--- config.mk ---
export PLATFORM = sky130hd
export DESIGN_NAME = pcs_core
export DESIGN_NICKNAME = d
export VERILOG_FILES = /design/src/inc/pcs_pkg.sv /design/src/core/pcs_core.sv
export SDC_FILE = /design/constraint.sdc
export NUM_CORES = 1
export LEC_CHECK = 0
export BUFFER_PORTS_ARGS = -buffer_cell sky130_fd_sc_hd__buf_2
export CORE_MARGIN = 2
export CORE_UTILIZATION = 55
export DETAILED_ROUTE_END_ITERATION = 6
export GPL_ROUTABILITY_DRIVEN = 0
export HOLD_SLACK_MARGIN = 0.12
export MAX_ROUTING_LAYER = met4
export PLACE_DENSITY = 0.75
export REMOVE_ABC_BUFFERS = 1
export SYNTH_ARGS = -nofsm -noshare
export SYNTH_HDL_FRONTEND = slang
export SYNTH_SLANG_ARGS = --single-unit
--- constraint.sdc ---
create_clock -name aclk -period 8.8 [get_ports aclk]
set_clock_uncertainty 0.05 [all_clocks]
set_input_delay 0.44 -clock aclk [delete_from_list [all_inputs] [get_ports aclk]]
set_output_delay 0.44 -clock aclk [all_outputs]
set_load 0.005 [all_outputs]
--- src/inc/pcs_pkg.sv ---
/*
 * Shared constants and carrier types of the program-counter, return-stack and
 * indirect-address block. Assumes one core clock and a synchronous reset.
 */
package pcs_pkg;

   // -----------------------------------------------------------------------
   // Register map (byte addresses on the register bus)
   // -----------------------------------------------------------------------
   localparam logic [11:0] STACK_INDEX_IDX = 12'hFED;
   localparam logic [11:0] TOP_ENTRY_LOW_IDX = 12'hFEE;
   localparam logic [11:0] TOP_ENTRY_HIGH_IDX = 12'hFEF;
   localparam logic [13:0] STACK_INDEX_ADDR = {STACK_INDEX_IDX, 2'b00};
   localparam logic [13:0] TOP_ENTRY_LOW_ADDR = {TOP_ENTRY_LOW_IDX, 2'b00};
   localparam logic [13:0] TOP_ENTRY_HIGH_ADDR = {TOP_ENTRY_HIGH_IDX, 2'b00};
   localparam logic [13:0] COUNTER_LOW_ADDR = 14'h0000;
   localparam logic [13:0] COUNTER_HOLD_ADDR = 14'h0004;
   localparam logic [13:0] COUNTER_FULL_ADDR = 14'h0008;
   localparam logic [13:0] CONTROL_ADDR = 14'h000C;
   localparam logic [13:0] FLAGS_ADDR = 14'h0010;

   // -----------------------------------------------------------------------
   // Reset values and field positions
   // -----------------------------------------------------------------------
   localparam logic [4:0] STACK_INDEX_RST = 5'h1F;
   localparam logic [14:0] PC_RST = 15'h0000;
   localparam int FLAG_OVER_BIT = 0;
   localparam int FLAG_UNDER_BIT = 1;
   localparam int CTRL_FAULT_RESET_BIT = 0;

   // -----------------------------------------------------------------------
   // Indirect address regions
   // -----------------------------------------------------------------------
   localparam logic [15:0] TRAD_LAST = 16'h0FFF;
   localparam logic [15:0] LINEAR_FIRST = 16'h2000;
   localparam logic [15:0] LINEAR_LAST = 16'h29AF;
   localparam logic [7:0] GPR_BLOCK_BYTES = 8'h50;
   localparam logic [7:0] GPR_BLOCK_BASE = 8'h20;
   localparam logic [6:0] WINDOW0_ADDR = 7'h00;
   localparam logic [6:0] WINDOW1_ADDR = 7'h01;
   localparam logic [1:0] FLASH_EXTRA_CYCLES = 2'h1;

   localparam logic [1:0] AXI_OKAY = 2'h0;
   localparam logic [1:0] AXI_SLVERR = 2'h2;

   typedef enum logic [2:0] {
      PCS_OP_NONE, PCS_OP_WRITE_LOW, PCS_OP_CALL, PCS_OP_COMP_CALL,
      PCS_OP_JUMP_WORKING, PCS_OP_REL_JUMP, PCS_OP_RETURN, PCS_OP_VECTOR
   } pcs_op_e;

   typedef struct packed {
      logic valid;
      pcs_op_e op;
      logic [10:0] operand;
      logic [7:0] working;
      logic [14:0] vector;
   } pcs_cmd_s;

   typedef struct packed {
      logic valid;
      logic write;
      logic [15:0] addr;
      logic [7:0] wdata;
   } pcs_ind_req_s;

   typedef struct packed {
      logic valid;
      logic write;
      logic [11:0] addr;
      logic [7:0] wdata;
   } pcs_mem_req_s;

   typedef struct packed {
      logic valid;
      logic [14:0] addr;
   } pcs_flash_req_s;

endpackage

--- src/core/pcs_core.sv ---
/*
 * Program counter, 16-entry return stack and indirect-address decoder.
 * Assumes the execution core issues one command per fetch and that the data
 * memory and program flash answer reads combinationally in the same cycle.
 */
// Register access over AXI4-Lite was left to the implementer.
//
// Operation
// - Counter is 15 bits; low byte readable and writable, top seven from holding register.
// - Every reset clears the whole program counter.
// - Writing the low byte loads counter bits 14..8 from the holding register.
// - Direct call: operand gives bits 10..0, holding bits 6..3 give bits 14..11.
// - Computed call: low byte from working value, upper bits from holding register.
// - Branch-by-working loads counter plus one plus unsigned working value.
// - Relative branch loads counter plus one plus signed operand bits 8..0.
// - Return stack has sixteen fifteen-bit entries outside memory spaces.
// - Calls and vectoring push; returns pop; holding register untouched.
// - Without fault reset option the stack wraps circularly.
// - Overflow and underflow flags set regardless of fault reset option.
// - With fault reset option, overflow or underflow requests a device reset.
// - Stack index is five bits and always readable.
// - Top entry registers access the entry selected by stack index.
// - Push increments index then stores; pop reads entry then decrements.
// - Window access reaches pointer address; self-addressing reads zero, drops writes.
// - Pointer is sixteen bits split into data, linear and flash regions.
// - Pointer 0x000..0xFFF maps straight onto banked data addresses.
// - Pointer 0x2000..0x29AF maps onto 80-byte bank blocks; unmapped reads zero.
// - Pointer top bit set reads flash low byte; writes have no effect.
// - Flash access through a pointer takes one extra cycle.
module pcs_core #(
   parameter int STACK_DEPTH = 16
) (
   input wire logic aclk,
   input wire logic aresetn,
   input wire pcs_pkg::pcs_cmd_s cmd,
   input wire logic [6:0] counter_upper_holding,
   input wire logic [7:0] counter_low_wdata,
   input wire pcs_pkg::pcs_ind_req_s ind_req,
   output logic [7:0] ind_rdata,
   output logic ind_busy,
   output pcs_pkg::pcs_mem_req_s mem_req,
   input wire logic [7:0] mem_rdata,
   output pcs_pkg::pcs_flash_req_s flash_req,
   input wire logic [13:0] flash_rdata,
   output logic [14:0] pc_q,
   output logic stack_fault_reset_req,
   input wire logic [13:0] s_axi_awaddr,
   input wire logic s_axi_awvalid,
   output logic s_axi_awready,
   input wire logic [31:0] s_axi_wdata,
   input wire logic [3:0] s_axi_wstrb,
   input wire logic s_axi_wvalid,
   output logic s_axi_wready,
   output logic [1:0] s_axi_bresp,
   output logic s_axi_bvalid,
   input wire logic s_axi_bready,
   input wire logic [13:0] s_axi_araddr,
   input wire logic s_axi_arvalid,
   output logic s_axi_arready,
   output logic [31:0] s_axi_rdata,
   output logic [1:0] s_axi_rresp,
   output logic s_axi_rvalid,
   input wire logic s_axi_rready
);

   logic [14:0] stack_q [STACK_DEPTH];
   logic [4:0] stack_index_q;
   logic stack_over_flag_q;
   logic stack_under_flag_q;
   logic stack_fault_reset_option_q;
   logic fault_req_q;
   logic [14:0] pc_d;
   logic [14:0] pc_inc;
   logic push;
   logic pop;
   logic [4:0] push_index;
   logic [3:0] slot_sel;
   logic aw_hold_q;
   logic w_hold_q;
   logic [13:0] awaddr_q;
   logic [31:0] wdata_q;
   logic [3:0] wstrb_q;
   logic wr_go;
   logic wr_hit;
   logic [31:0] rd_word;
   logic rd_hit;
   logic flash_wait_q;

   // -----------------------------------------------------------------------
   // Program counter
   // -----------------------------------------------------------------------
   assign pc_inc = pc_q + 15'h0001;

   always_comb begin
      pc_d = pc_inc;
      if (cmd.valid) begin
         unique case (cmd.op)
            pcs_pkg::PCS_OP_NONE: pc_d = pc_inc;
            pcs_pkg::PCS_OP_WRITE_LOW: pc_d = {counter_upper_holding, counter_low_wdata};
            pcs_pkg::PCS_OP_CALL: pc_d = {counter_upper_holding[6:3], cmd.operand};
            pcs_pkg::PCS_OP_COMP_CALL: pc_d = {counter_upper_holding, cmd.working};
            pcs_pkg::PCS_OP_JUMP_WORKING: pc_d = pc_inc + {7'h00, cmd.working};
            pcs_pkg::PCS_OP_REL_JUMP: begin
               pc_d = pc_inc + {{6{cmd.operand[8]}}, cmd.operand[8:0]};
            end
            pcs_pkg::PCS_OP_RETURN: pc_d = stack_q[stack_index_q[3:0]];
            pcs_pkg::PCS_OP_VECTOR: pc_d = cmd.vector;
         endcase
      end
   end

   // The 15-bit counter; all bits are exposed on pc_q and through the full-counter register.
   always_ff @(posedge aclk) begin
      if (!aresetn) begin
         pc_q <= pkg_pc_rst();
      end else if (!ind_busy) begin
         pc_q <= pc_d;
      end
   end

   function automatic logic [14:0] pkg_pc_rst();
      return pcs_pkg::PC_RST;
   endfunction

   // -----------------------------------------------------------------------
   // Return stack
   // -----------------------------------------------------------------------
   assign push = cmd.valid && !ind_busy && (cmd.op == pcs_pkg::PCS_OP_CALL
      || cmd.op == pcs_pkg::PCS_OP_COMP_CALL || cmd.op == pcs_pkg::PCS_OP_VECTOR);
   assign pop = cmd.valid && !ind_busy && cmd.op == pcs_pkg::PCS_OP_RETURN;
   assign push_index = stack_index_q + 5'h01;
   assign slot_sel = wr_go ? stack_index_q[3:0] : push_index[3:0];

   // Stack index: the fifth bit lets a full or empty stack be told apart.
   always_ff @(posedge aclk) begin
      if (!aresetn) begin
         stack_index_q <= pcs_pkg::STACK_INDEX_RST;
      end else if (push) begin
         stack_index_q <= (push_index == 5'h10) ? 5'h00 : push_index;
      end else if (pop) begin
         stack_index_q <= stack_index_q - 5'h01;
      end else if (wr_go && wr_hit && awaddr_q == pcs_pkg::STACK_INDEX_ADDR && wstrb_q[0]) begin
         stack_index_q <= wdata_q[4:0];
      end
   end

   // Entries are stored with the slot number modulo the depth, so pushes wrap.
   always_ff @(posedge aclk) begin
      if (push) begin
         stack_q[push_index[3:0]] <= pc_q;
      end else if (wr_go && wr_hit && wstrb_q[0]) begin
         if (awaddr_q == pcs_pkg::TOP_ENTRY_LOW_ADDR) begin
            stack_q[slot_sel][7:0] <= wdata_q[7:0];
         end else if (awaddr_q == pcs_pkg::TOP_ENTRY_HIGH_ADDR) begin
            stack_q[slot_sel][14:8] <= wdata_q[6:0];
         end
      end
   end

   // Flags are sticky; a hardware set wins over a software clear.
   always_ff @(posedge aclk) begin
      if (!aresetn) begin
         stack_over_flag_q <= 1'b0;
         stack_under_flag_q <= 1'b0;
      end else begin
         if (push && stack_index_q == 5'h0F) begin
            stack_over_flag_q <= 1'b1;
         end else if (wr_go && awaddr_q == pcs_pkg::FLAGS_ADDR && wstrb_q[0]
                      && wdata_q[pcs_pkg::FLAG_OVER_BIT]) begin
            stack_over_flag_q <= 1'b0;
         end
         if (pop && stack_index_q == 5'h1F) begin
            stack_under_flag_q <= 1'b1;
         end else if (wr_go && awaddr_q == pcs_pkg::FLAGS_ADDR && wstrb_q[0]
                      && wdata_q[pcs_pkg::FLAG_UNDER_BIT]) begin
            stack_under_flag_q <= 1'b0;
         end
      end
   end

   always_ff @(posedge aclk) begin
      if (!aresetn) begin
         stack_fault_reset_option_q <= 1'b0;
      end else if (wr_go && awaddr_q == pcs_pkg::CONTROL_ADDR && wstrb_q[0]) begin
         stack_fault_reset_option_q <= wdata_q[pcs_pkg::CTRL_FAULT_RESET_BIT];
      end
   end

   always_ff @(posedge aclk) begin
      if (!aresetn) begin
         fault_req_q <= 1'b0;
      end else begin
         fault_req_q <= stack_fault_reset_option_q && ((push && stack_index_q == 5'h0F)
            || (pop && stack_index_q == 5'h1F));
      end
   end
   assign stack_fault_reset_req = fault_req_q;

   // -----------------------------------------------------------------------
   // Indirect addressing
   // -----------------------------------------------------------------------
   logic [15:0] lin_off;
   logic [11:0] lin_bank;
   logic [6:0] lin_byte;
   logic in_trad;
   logic in_lin;
   logic in_flash;
   logic self_ref;

   assign in_flash = ind_req.addr[15];
   assign in_trad = !in_flash && ind_req.addr <= pcs_pkg::TRAD_LAST;
   assign in_lin = ind_req.addr >= pcs_pkg::LINEAR_FIRST
      && ind_req.addr <= pcs_pkg::LINEAR_LAST;
   assign lin_off = ind_req.addr - pcs_pkg::LINEAR_FIRST;
   assign lin_bank = 12'(lin_off / {8'h00, pcs_pkg::GPR_BLOCK_BYTES});
   assign lin_byte = 7'(lin_off % {8'h00, pcs_pkg::GPR_BLOCK_BYTES});
   assign self_ref = in_trad && (ind_req.addr[6:0] == pcs_pkg::WINDOW0_ADDR
      || ind_req.addr[6:0] == pcs_pkg::WINDOW1_ADDR);

   always_comb begin
      mem_req = '0;
      if (ind_req.valid && !self_ref) begin
         if (in_trad) begin
            mem_req.valid = 1'b1;
            mem_req.write = ind_req.write;
            mem_req.addr = ind_req.addr[11:0];
            mem_req.wdata = ind_req.wdata;
         end else if (in_lin) begin
            mem_req.valid = 1'b1;
            mem_req.write = ind_req.write;
            mem_req.addr = {lin_bank[4:0], pcs_pkg::GPR_BLOCK_BASE[6:0]
               + lin_byte};
            mem_req.wdata = ind_req.wdata;
         end
      end
   end

   assign flash_req.valid = ind_req.valid && in_flash && !ind_req.write;
   assign flash_req.addr = ind_req.addr[14:0];

   always_comb begin
      ind_rdata = 8'h00;
      if (ind_req.valid && !ind_req.write && !self_ref) begin
         if (in_flash) begin
            ind_rdata = flash_rdata[7:0];
         end else if (in_trad || in_lin) begin
            ind_rdata = mem_rdata;
         end
      end
   end

   // A flash access holds the core for one extra cycle.
   always_ff @(posedge aclk) begin
      if (!aresetn) begin
         flash_wait_q <= 1'b0;
      end else begin
         flash_wait_q <= ind_req.valid && in_flash && !flash_wait_q;
      end
   end
   assign ind_busy = ind_req.valid && in_flash && !flash_wait_q;

   // -----------------------------------------------------------------------
   // Register bus slave
   // -----------------------------------------------------------------------
   assign s_axi_awready = !aw_hold_q && !s_axi_bvalid;
   assign s_axi_wready = !w_hold_q && !s_axi_bvalid;
   assign wr_go = aw_hold_q && w_hold_q;
   assign wr_hit = awaddr_q == pcs_pkg::STACK_INDEX_ADDR
      || awaddr_q == pcs_pkg::TOP_ENTRY_LOW_ADDR
      || awaddr_q == pcs_pkg::TOP_ENTRY_HIGH_ADDR
      || awaddr_q == pcs_pkg::CONTROL_ADDR || awaddr_q == pcs_pkg::FLAGS_ADDR;

   always_ff @(posedge aclk) begin
      if (!aresetn) begin
         aw_hold_q <= 1'b0;
         w_hold_q <= 1'b0;
         awaddr_q <= '0;
         wdata_q <= '0;
         wstrb_q <= '0;
         s_axi_bvalid <= 1'b0;
         s_axi_bresp <= pcs_pkg::AXI_OKAY;
      end else begin
         if (s_axi_awvalid && s_axi_awready) begin
            aw_hold_q <= 1'b1;
            awaddr_q <= {s_axi_awaddr[13:2], 2'b00};
         end
         if (s_axi_wvalid && s_axi_wready) begin
            w_hold_q <= 1'b1;
            wdata_q <= s_axi_wdata;
            wstrb_q <= s_axi_wstrb;
         end
         if (wr_go) begin
            aw_hold_q <= 1'b0;
            w_hold_q <= 1'b0;
            s_axi_bvalid <= 1'b1;
            s_axi_bresp <= wr_hit ? pcs_pkg::AXI_OKAY : pcs_pkg::AXI_SLVERR;
         end else if (s_axi_bvalid && s_axi_bready) begin
            s_axi_bvalid <= 1'b0;
         end
      end
   end

   always_comb begin
      rd_hit = 1'b1;
      unique case ({s_axi_araddr[13:2], 2'b00})
         pcs_pkg::STACK_INDEX_ADDR: rd_word = {27'h0, stack_index_q};
         pcs_pkg::TOP_ENTRY_LOW_ADDR: rd_word = {24'h0, stack_q[stack_index_q[3:0]][7:0]};
         pcs_pkg::TOP_ENTRY_HIGH_ADDR: rd_word = {25'h0, stack_q[stack_index_q[3:0]][14:8]};
         pcs_pkg::COUNTER_LOW_ADDR: rd_word = {24'h0, pc_q[7:0]};
         pcs_pkg::COUNTER_HOLD_ADDR: rd_word = {25'h0, counter_upper_holding};
         pcs_pkg::COUNTER_FULL_ADDR: rd_word = {17'h0, pc_q};
         pcs_pkg::CONTROL_ADDR: rd_word = {31'h0, stack_fault_reset_option_q};
         pcs_pkg::FLAGS_ADDR: rd_word = {30'h0, stack_under_flag_q, stack_over_flag_q};
         default: begin
            rd_word = 32'h0000_0000;
            rd_hit = 1'b0;
         end
      endcase
   end

   assign s_axi_arready = !s_axi_rvalid;

   always_ff @(posedge aclk) begin
      if (!aresetn) begin
         s_axi_rvalid <= 1'b0;
         s_axi_rdata <= '0;
         s_axi_rresp <= pcs_pkg::AXI_OKAY;
      end else if (s_axi_arvalid && s_axi_arready) begin
         s_axi_rvalid <= 1'b1;
         s_axi_rdata <= rd_word;
         s_axi_rresp <= rd_hit ? pcs_pkg::AXI_OKAY : pcs_pkg::AXI_SLVERR;
      end else if (s_axi_rvalid && s_axi_rready) begin
         s_axi_rvalid <= 1'b0;
      end
   end

   // -----------------------------------------------------------------------
   // Assertions
   // -----------------------------------------------------------------------
   property p_reset_clears_pc;
      @(posedge aclk) !aresetn |=> pc_q == 15'h0000;
   endproperty
   a_reset_clears_pc: assert property (p_reset_clears_pc) else $error("pc not cleared");

   property p_write_low;
      @(posedge aclk) disable iff (!aresetn)
      cmd.valid && cmd.op == pcs_pkg::PCS_OP_WRITE_LOW && !ind_busy
      |=> pc_q == {$past(counter_upper_holding), $past(counter_low_wdata)};
   endproperty
   a_write_low: assert property (p_write_low) else $error("low write load wrong");

   property p_call;
      @(posedge aclk) disable iff (!aresetn)
      cmd.valid && cmd.op == pcs_pkg::PCS_OP_CALL && !ind_busy
      |=> pc_q == {$past(counter_upper_holding[6:3]), $past(cmd.operand)}
          && stack_q[stack_index_q[3:0]] == $past(pc_q);
   endproperty
   a_call: assert property (p_call) else $error("call load or push wrong");

   property p_jump_working;
      @(posedge aclk) disable iff (!aresetn)
      cmd.valid && cmd.op == pcs_pkg::PCS_OP_JUMP_WORKING && !ind_busy
      |=> pc_q == 15'($past(pc_q) + 15'h0001 + {7'h00, $past(cmd.working)});
   endproperty
   a_jump_working: assert property (p_jump_working) else $error("working jump wrong");

   property p_return;
      @(posedge aclk) disable iff (!aresetn)
      pop |=> stack_index_q == $past(stack_index_q) - 5'h01;
   endproperty
   a_return: assert property (p_return) else $error("pop index wrong");

   property p_advance;
      @(posedge aclk) disable iff (!aresetn)
      !cmd.valid && !ind_busy ##1 !cmd.valid && !ind_busy
      |=> pc_q == 15'($past(pc_q, 2) + 15'h0002);
   endproperty
   a_advance: assert property (p_advance) else $error("pc not advancing");

   property p_over_flag;
      @(posedge aclk) disable iff (!aresetn)
      push && stack_index_q == 5'h0F |=> stack_over_flag_q && stack_index_q == 5'h00;
   endproperty
   a_over_flag: assert property (p_over_flag) else $error("overflow not flagged");

   property p_fault_reset;
      @(posedge aclk) disable iff (!aresetn)
      stack_fault_reset_option_q && pop && stack_index_q == 5'h1F |=> stack_fault_reset_req;
   endproperty
   a_fault_reset: assert property (p_fault_reset) else $error("no fault reset");

   property p_flash_stall;
      @(posedge aclk) disable iff (!aresetn)
      ind_req.valid && in_flash && !flash_wait_q |-> ind_busy ##1 !ind_busy;
   endproperty
   a_flash_stall: assert property (p_flash_stall) else $error("flash stall wrong");

   property p_self_zero;
      @(posedge aclk) disable iff (!aresetn)
      ind_req.valid && self_ref |-> ind_rdata == 8'h00 && !mem_req.valid;
   endproperty
   a_self_zero: assert property (p_self_zero) else $error("window self access leaked");

endmodule

-- After elaboration in Yosys (flattened, before gate mapping)
Memory sizes are Yosys's and may differ from the RTL's. A register that Yosys moved wholly into a read port is not among the register bits.
Cells that the tools add are included.
- bits in registers: 86
- bits in latches: 0
- memory bits (writable): 240
- ROM bits: 0
- input bits: 172
- output and inout bits: 104
- word-level logic and storage cells: 157
- memories: 1
- memories (name ; depth ; bits a word ; rd ports ; clocked after memory_dff ; write ports ; line ; source):
    stack_q ; 16 ; 15 ; 1 ; 1 ; 1 ; pcs_core.sv:66 ; logic [14:0] stack_q [STACK_DEPTH];
- $add $sub $neg: 7
- $mul: 0
- div/mod/pow operators: 2
- order comparisons: 3
- equality and inequality tests: 23
- shift operators: 0
- muxes and demuxes: 41
- bitwise gates (word level): 1
- reduce and logical (&&, ||, !) cells: 62
- operators with widths (cell ; count):
    $pmux 15 s8 ; 2
    $eq 12x12->1 const B ; 6
    $mux 22 ; 3
    $eq 12x2->1 const B ; 3
    $logic_and 1x1->1 ; 33
    $mux 15 ; 2
    $eq 12x3->1 const B ; 2
    $mux 8 ; 3
    $mux 1 ; 20
    $mux 5 ; 4
    $div 16x7->16 const B ; 1
    $ge 16x14->1 const B ; 1
    $le 16x12->1 const B ; 1
    $le 16x14->1 const B ; 1
    $mod 16x7->16 const B ; 1
    $mux 4 ; 4
    $sub 16x14->16 const B ; 1
    $add 15x1->15 const B ; 1
    $add 15x15->15 ; 1
    $add 15x8->15 ; 1
    $reduce_or 15->1 ; 1
    $eq 12x1->1 const B ; 1
    $eq 3x3->1 const B ; 4
    $logic_not 12->1 ; 1
    other kinds (18) ; 41

-- Depth between registers and ports, before layout
Gate-level depths: netlist of run 1.
- depth after elaboration: 13
- gate-level depth with buffers: 25
- depth with buffers taken out: 24

-- Worst setup path after synthesis of run 1
Ideal clock, no wire load.
- path type: input port to output port
- start point: input ind_req[21] (netlist name)
- end point: output mem_req[13] (netlist name)
- data arrival time: 6.031 ns
- required time: 8.310 ns
- setup slack: 2.279 ns
- stages on the path: 24
- path buffers: 5
- cells stage by stage: clkbuf_1 > clkbuf_1 > inv_1 > ha_1 > buf_2 > nor2b_1 > mux2i_1 > a211oi_1 > or2_2 > clkbuf_1 > nand3b_1 > a41oi_4 > o22ai_1 > a22o_1 > or4_4 > buf_6 > nor3_1 > o21bai_1 > mux2i_1 > a21boi_1 > a211o_1 > o311a_1 > nor4_2 > o21bai_1
- RTL lines (element ; line ; source):
    from (decl) ; pcs_core.sv:38 ; input wire pcs_pkg::pcs_ind_req_s ind_req,
    to (decl) ; pcs_core.sv:41 ; output pcs_pkg::pcs_mem_req_s mem_req,

==> results of run 1 <==
## layer usage
| layer | up-vias | wire, um |
|---|---|---|
| li1 | 5933 | - |
| met1 | 6424 | 18100 |
| met2 | 734 | 22100 |
| met3 | 106 | 3940 |
| met4 | 0 | 1440 |
| met5 | - | 0 |
## through the flow
step                      total power (W)  instances  worst slack [ps]  instance area (um2)  util [%]
after global routing              0.00379       2068               700                19100      63.0
after global placement            0.00237       1993              1380                18000      59.2
after detailed placement          0.00239       1993              1320                18000      59.2
final                             0.00365       2069              1160                19100      63.1
after CTS                         0.00365       2067              1260                19100      63.0
after floorplan                   0.00217       1365              2660                16300         -
## registers in the layout, indices dropped and copies added, names as in the netlist, 5 cells and up, named ones only
name and count:
stack_index_q 5, wdata_q 8, s_axi_rdata 15, stack_q 240
awaddr_q 12, pc_q 15
## critical path, cell delays in order
cell      delay [ps]
buf_2            300
inv_1            170
ha_1             280
xor2_2           520
mux2_2           400
or4_4            440
a311oi_2         710
nor2_1           150
a211oi_1         470
a21oi_1          290
o221ai_4         400
and2_1           400
a211oi_2         200
maj3_1           380
mux2i_1          340
nand3_1          330
or4_1            550
a21oi_1          130
a311oi_1          60
buf_2            160
## power by group through the flow
stage          clock (W)  combinational (W)  sequential, W
2_1_floorplan          0           0.000479        0.00169
3_3_place_gp           0           0.000685        0.00169
3_5_place_dp           0           0.000703        0.00169
4_1_cts          0.00127           0.000716        0.00166
5_1_grt          0.00133           0.000794        0.00166
6_report         0.00126           0.000729        0.00166
## cell type report
type / count / area, um2
repair buffers: 250 / 1370
multi-input cells: 1017 / 7510
clock inverters: 13 / 114
diodes: 2 / 5.00
clock buffers: 43 / 861
well taps: 396 / 495
inverters: 37 / 139
flip-flops and latches: 311 / 8630
fillers: 2311 / 11200
## synth_stat cells, types with 33 or more instances
cell      count  area, um2
nand2_1     179        672
dfxtp_1      71       1420
nor2_1      123        462
mux4_2       77       1730
clkbuf_1     69        259
nand3_1      37        185
edfxtp_1    240       7210
inv_1        33        124
o21ai_0      55        275
a21oi_1      48        240
buf_4        36        270
## cell families (layout without fill, tap and decap cells)
logic type                 after synthesis  count (layout)  share of synthesized area [%]
other                                    1              21                         0.0223
buffers and inverters                  158             343                           4.53
DFF                                    311             311                           51.2
and+or+nand+nor                        505             505                           14.2
xor gates and xnor gates                34              34                           1.81
muxes                                  103             103                           12.0
AOI/OAI and AO/OA                      331             331                           14.3
adders and majority gates               25              25                           1.86
## worst min path at each step
stage	start	to	slack (ps)	depth (start not counted)
CTS	s_axi_awaddr[3]	awaddr_q[3]	120	3
floorplan	stack_fault_reset_option_q	stack_fault_reset_req	380	2
global route	s_axi_wdata[2]	wdata_q[2]	130	3
detailed placement	awaddr_q[5]	awaddr_q[5]	430	2
finish	s_axi_awaddr[3]	awaddr_q[3]	120	3
global placement	awaddr_q[5]	awaddr_q[5]	420	2
==> impl_metrics.toml, run 1 <==
[timing]
clock.fmax_ghz = 0.131
tns_ps = 0
fin_hold_ws_ps = 121
slew_headroom_pct = 25.3
worst_slew_pin_slew_ps = 1120
finalSetupViolCount = 0
rsz0062_at_grt = "false"
slew_viol_final = 0
hold_violations = 0
finalCritPeriodShare_pct = 86.8
min_period_ps = 7640

[setup_path]
critical_path_class = "in -> out"
r2r_slack_ps = 4240
reg2reg_to = "pc_q[14]"
crit_arrival_ps = 7150
start_kind = "primary input"
reg2reg_from = "pc_q[1]"
cp-endpoint = "mem_req[14]"
path_max_fanout = 22
critical_path.startpoint = "ind_req[21]"
reg2reg_depth = 20
crit_required_ps = 8310
endpoint_kind = "primary output"

[placement]
io_buffers = 219
hpwl_um = 32100

[cells_and_area]
final_layout_size_suffix_gt1_share_pct = 23.7
finalNetCount = 1841
syn_to_final_growth_pct = 13.7
most-common-layout-cells = "edfxtp_1 (240), buf_2 (219), nand2_1 (179)"
final_common_cell = "edfxtp_1"

[cts]
cts_tree = "done"
insertion_delay_ps = 550
root_buffer = "clkbuf_16"
ctsResizeCount = 0
cts_num_sinks = 311
postCtsSetupBuffers = 0
cts_max_path_buffers = 3
cts_htree_levels = 1
cts_hold_buffers = 18
cts_made_buffers = 30
clk_pin_slew_ps = 60

[floorplanning]
initial_utilization_pct = 55.5
rows = 64
die-height_um = 179
die_w_um = 179
core-area_mm2 = 0.0303
die_area_mm2 = 0.0320
ios = 276

[yosys]
syn_inst = 1468
ys_ff_latch = 311
synth_cell_types = 96
synth_edf_count = 240
async_reset_ff_share_pct = 0
ys_seq_area_share_pct = 51.2
avgSynthCellArea_um2 = 11.5
synthesis.area_mm2 = 0.0168
yosys_most_used_dff = "edfxtp_1"
yosys_warnings = 0

[global_routing]
busiest_layer = "met2"
first_global_vias = 12295
grt_pass1_wl_um = 68900
met1_usage_pct = 37.8
grt_use_met3_pct = 4.47
grt_start_max_net_pins = 68
gr-usage-met2_pct = 46.0
grt.overflow.total = 0
track_usage_pct = 28.6
antenna_found_initial = 1

[drt]
drc = 1
viasPerCell = 6.38
drtPass1Iterations = 7
vias = 13197
drt_wl_total_um = 45600
drt_iter0_markers = 1643
detail-route-antenna-nets = 0
wl_per_cell_um = 22.0

[pwr]
switching_share_pct = 27.5
power.switching_w = 0.00100
p_leak_nw = 7.14
p_seq_share_pct = 45.5
irDropWorstVdd_v = 0.000158
pwr-share-clk_pct = 34.5
pwr-share-comb_pct = 20.0
power.density_mw_per_mm2 = 191
intPower_w = 0.00265

[outcome]
violations = "design-rule violations"
status = "finished, violations left"

[flow_run]
drv_cap = 0

[hold_path]
hold_class = "in -> reg"
Note: power is estimated with default switching activity, not from simulation.
==> run 2, diff against run 1 <==
clock period = 7.6 ns   (was 8.8 ns; I/O delays follow)
==> impl_metrics.toml, run 2 (synthesis results as in run 1) <==
[floorplanning]
core-area_mm2 = 0.0303
die_area_mm2 = 0.0320
rows = 64
ios = 276
die_w_um = 179
initial_utilization_pct = 55.5
die-height_um = 179

[drt]
vias = 13202
drt_iter0_markers = 1265
drt_wl_total_um = 45200
drtPass1Iterations = 6
drc = 0
viasPerCell = 6.35
wl_per_cell_um = 21.7
detail-route-antenna-nets = 0

[setup_path]
endpoint_kind = "primary output"
path_max_fanout = 22
crit_arrival_ps = 6670
start_kind = "primary input"
crit_required_ps = 7170
critical_path_class = "in -> out"

[timing]
worst_slew_pin_slew_ps = 1110
clock.fmax_ghz = 0.141
hold_violations = 0
finalCritPeriodShare_pct = 93.4
rsz0062_at_grt = "false"
slew_viol_final = 0
setup_slack_ps = 504
finalSetupViolCount = 0
tns_ps = 0
min_period_ps = 7100
slew_headroom_pct = 26.3

[cells_and_area]
num-fill-cells = 2299
multi_input_area_mm2 = 0.00752
syn_to_final_growth_pct = 14.1
final_common_cell = "edfxtp_1"
ff_latch_area_mm2 = 0.00863
most-common-layout-cells = "edfxtp_1 (240), buf_2 (219), nand2_1 (179)"
largestRegisters = "stack_q (240), pc_q (15), s_axi_rdata (15)"
finalNetCount = 1849
largest_register_ffs = 240
final_area_mm2 = 0.0192
top_register = "stack_q"
final_layout_size_suffix_gt1_share_pct = 24.2

[global_routing]
antenna_found_initial = 1
grt_start_max_net_pins = 68
grt.overflow.total = 0
grt_pass1_wl_um = 68500
track_usage_pct = 28.5
first_global_vias = 12329

[cts]
cts_num_sinks = 311
cts_htree_levels = 1
cts_max_path_buffers = 3
cts_tree = "done"
insertion_delay_ps = 570
clk_pin_slew_ps = 70
cts_made_buffers = 30
root_buffer = "clkbuf_16"
postCtsSetupBuffers = 0

[pwr]
irDropWorstVdd_v = 0.000170
power.density_mw_per_mm2 = 220
p_leak_nw = 7.18

[flow_run]
drv_cap = 0

[outcome]
status = "complete, no violations"

[placement]
place_ws_ps = 453
io_buffers = 219
place_area_mm2 = 0.0180
hpwl_um = 31400

[hold_path]
hold_class = "in -> reg"
[run 2: repair_timing]
action                                  in CTS  in global routing
hold buffers                                24                  0
endpoints found under the setup margin       0                  3
hold endpoints to repair                    23                  0
resized for setup                            0                  2
[run 2: critical path, cell delays in order]
cell and delay [ps]:
buf_2 300, inv_1 160, ha_2 240, xor2_2 510, mux2_2 410, or4_4 430, a311o_1 410, o21ai_0 270
and2_1 370, a22oi_1 240, o221ai_4 380, and2_1 400, a211oi_2 210, maj3_1 380, mux2i_1 350, nand3_1 300
or4_1 540, a21oi_1 140, a311oi_1 60, buf_2 160
[run 2: layer usage]
metal	wire length, um	up-vias	GRT usage (%)
met4	1620	0	10.3
met3	3630	123	4.47
li1	-	5954	-
met2	21800	668	45.9
met5	0	-	-
met1	18200	6457	36.8
[run 2: where the power goes]
| group | switching, W | internal, W | leakage, nW |
|---|---|---|---|
| logic | 0.000504 | 0.000338 | 3.89 |
| clock network | 0.000648 | 0.000802 | 0.481 |
| registers | 0.0000475 | 0.00188 | 2.80 |
| total | 0.00120 | 0.00302 | 7.18 |
[run 2: final cells by class]
type	count	share of cell area (%)
Tap cell	396	2.58
Multi-Input combinational cell	1017	39.1
Antenna cell	3	0.0391
Sequential cell	311	44.9
Clock buffer	36	4.23
Clock inverter	20	0.795
Timing Repair Buffer	258	7.54
Inverter	37	0.723
[run 2: path summary, 6_finish.rpt]
kind                                                  from                    end  slack [ps]  cells past startpoint
worst max-delay path                           ind_req[21]            mem_req[14]         500                     20
worst min-delay path                               cmd[32]                pc_q[9]         280                      5
worst max register to register                     pc_q[1]               pc_q[14]        3020                     20
worst min register to register  stack_fault_reset_option_q  stack_fault_reset_req         420                      2
[run 2: metrics by stage]
stage	std cells	hold WS, ps	total power [W]	util (%)
global placement	1995	420	0.00275	59.3
floorplan	1365	378	0.00251	-
finish	2078	282	0.00422	63.3
global route	2076	315	0.00438	63.3
CTS	2075	279	0.00421	63.3
detailed placement	1995	427	0.00277	59.3
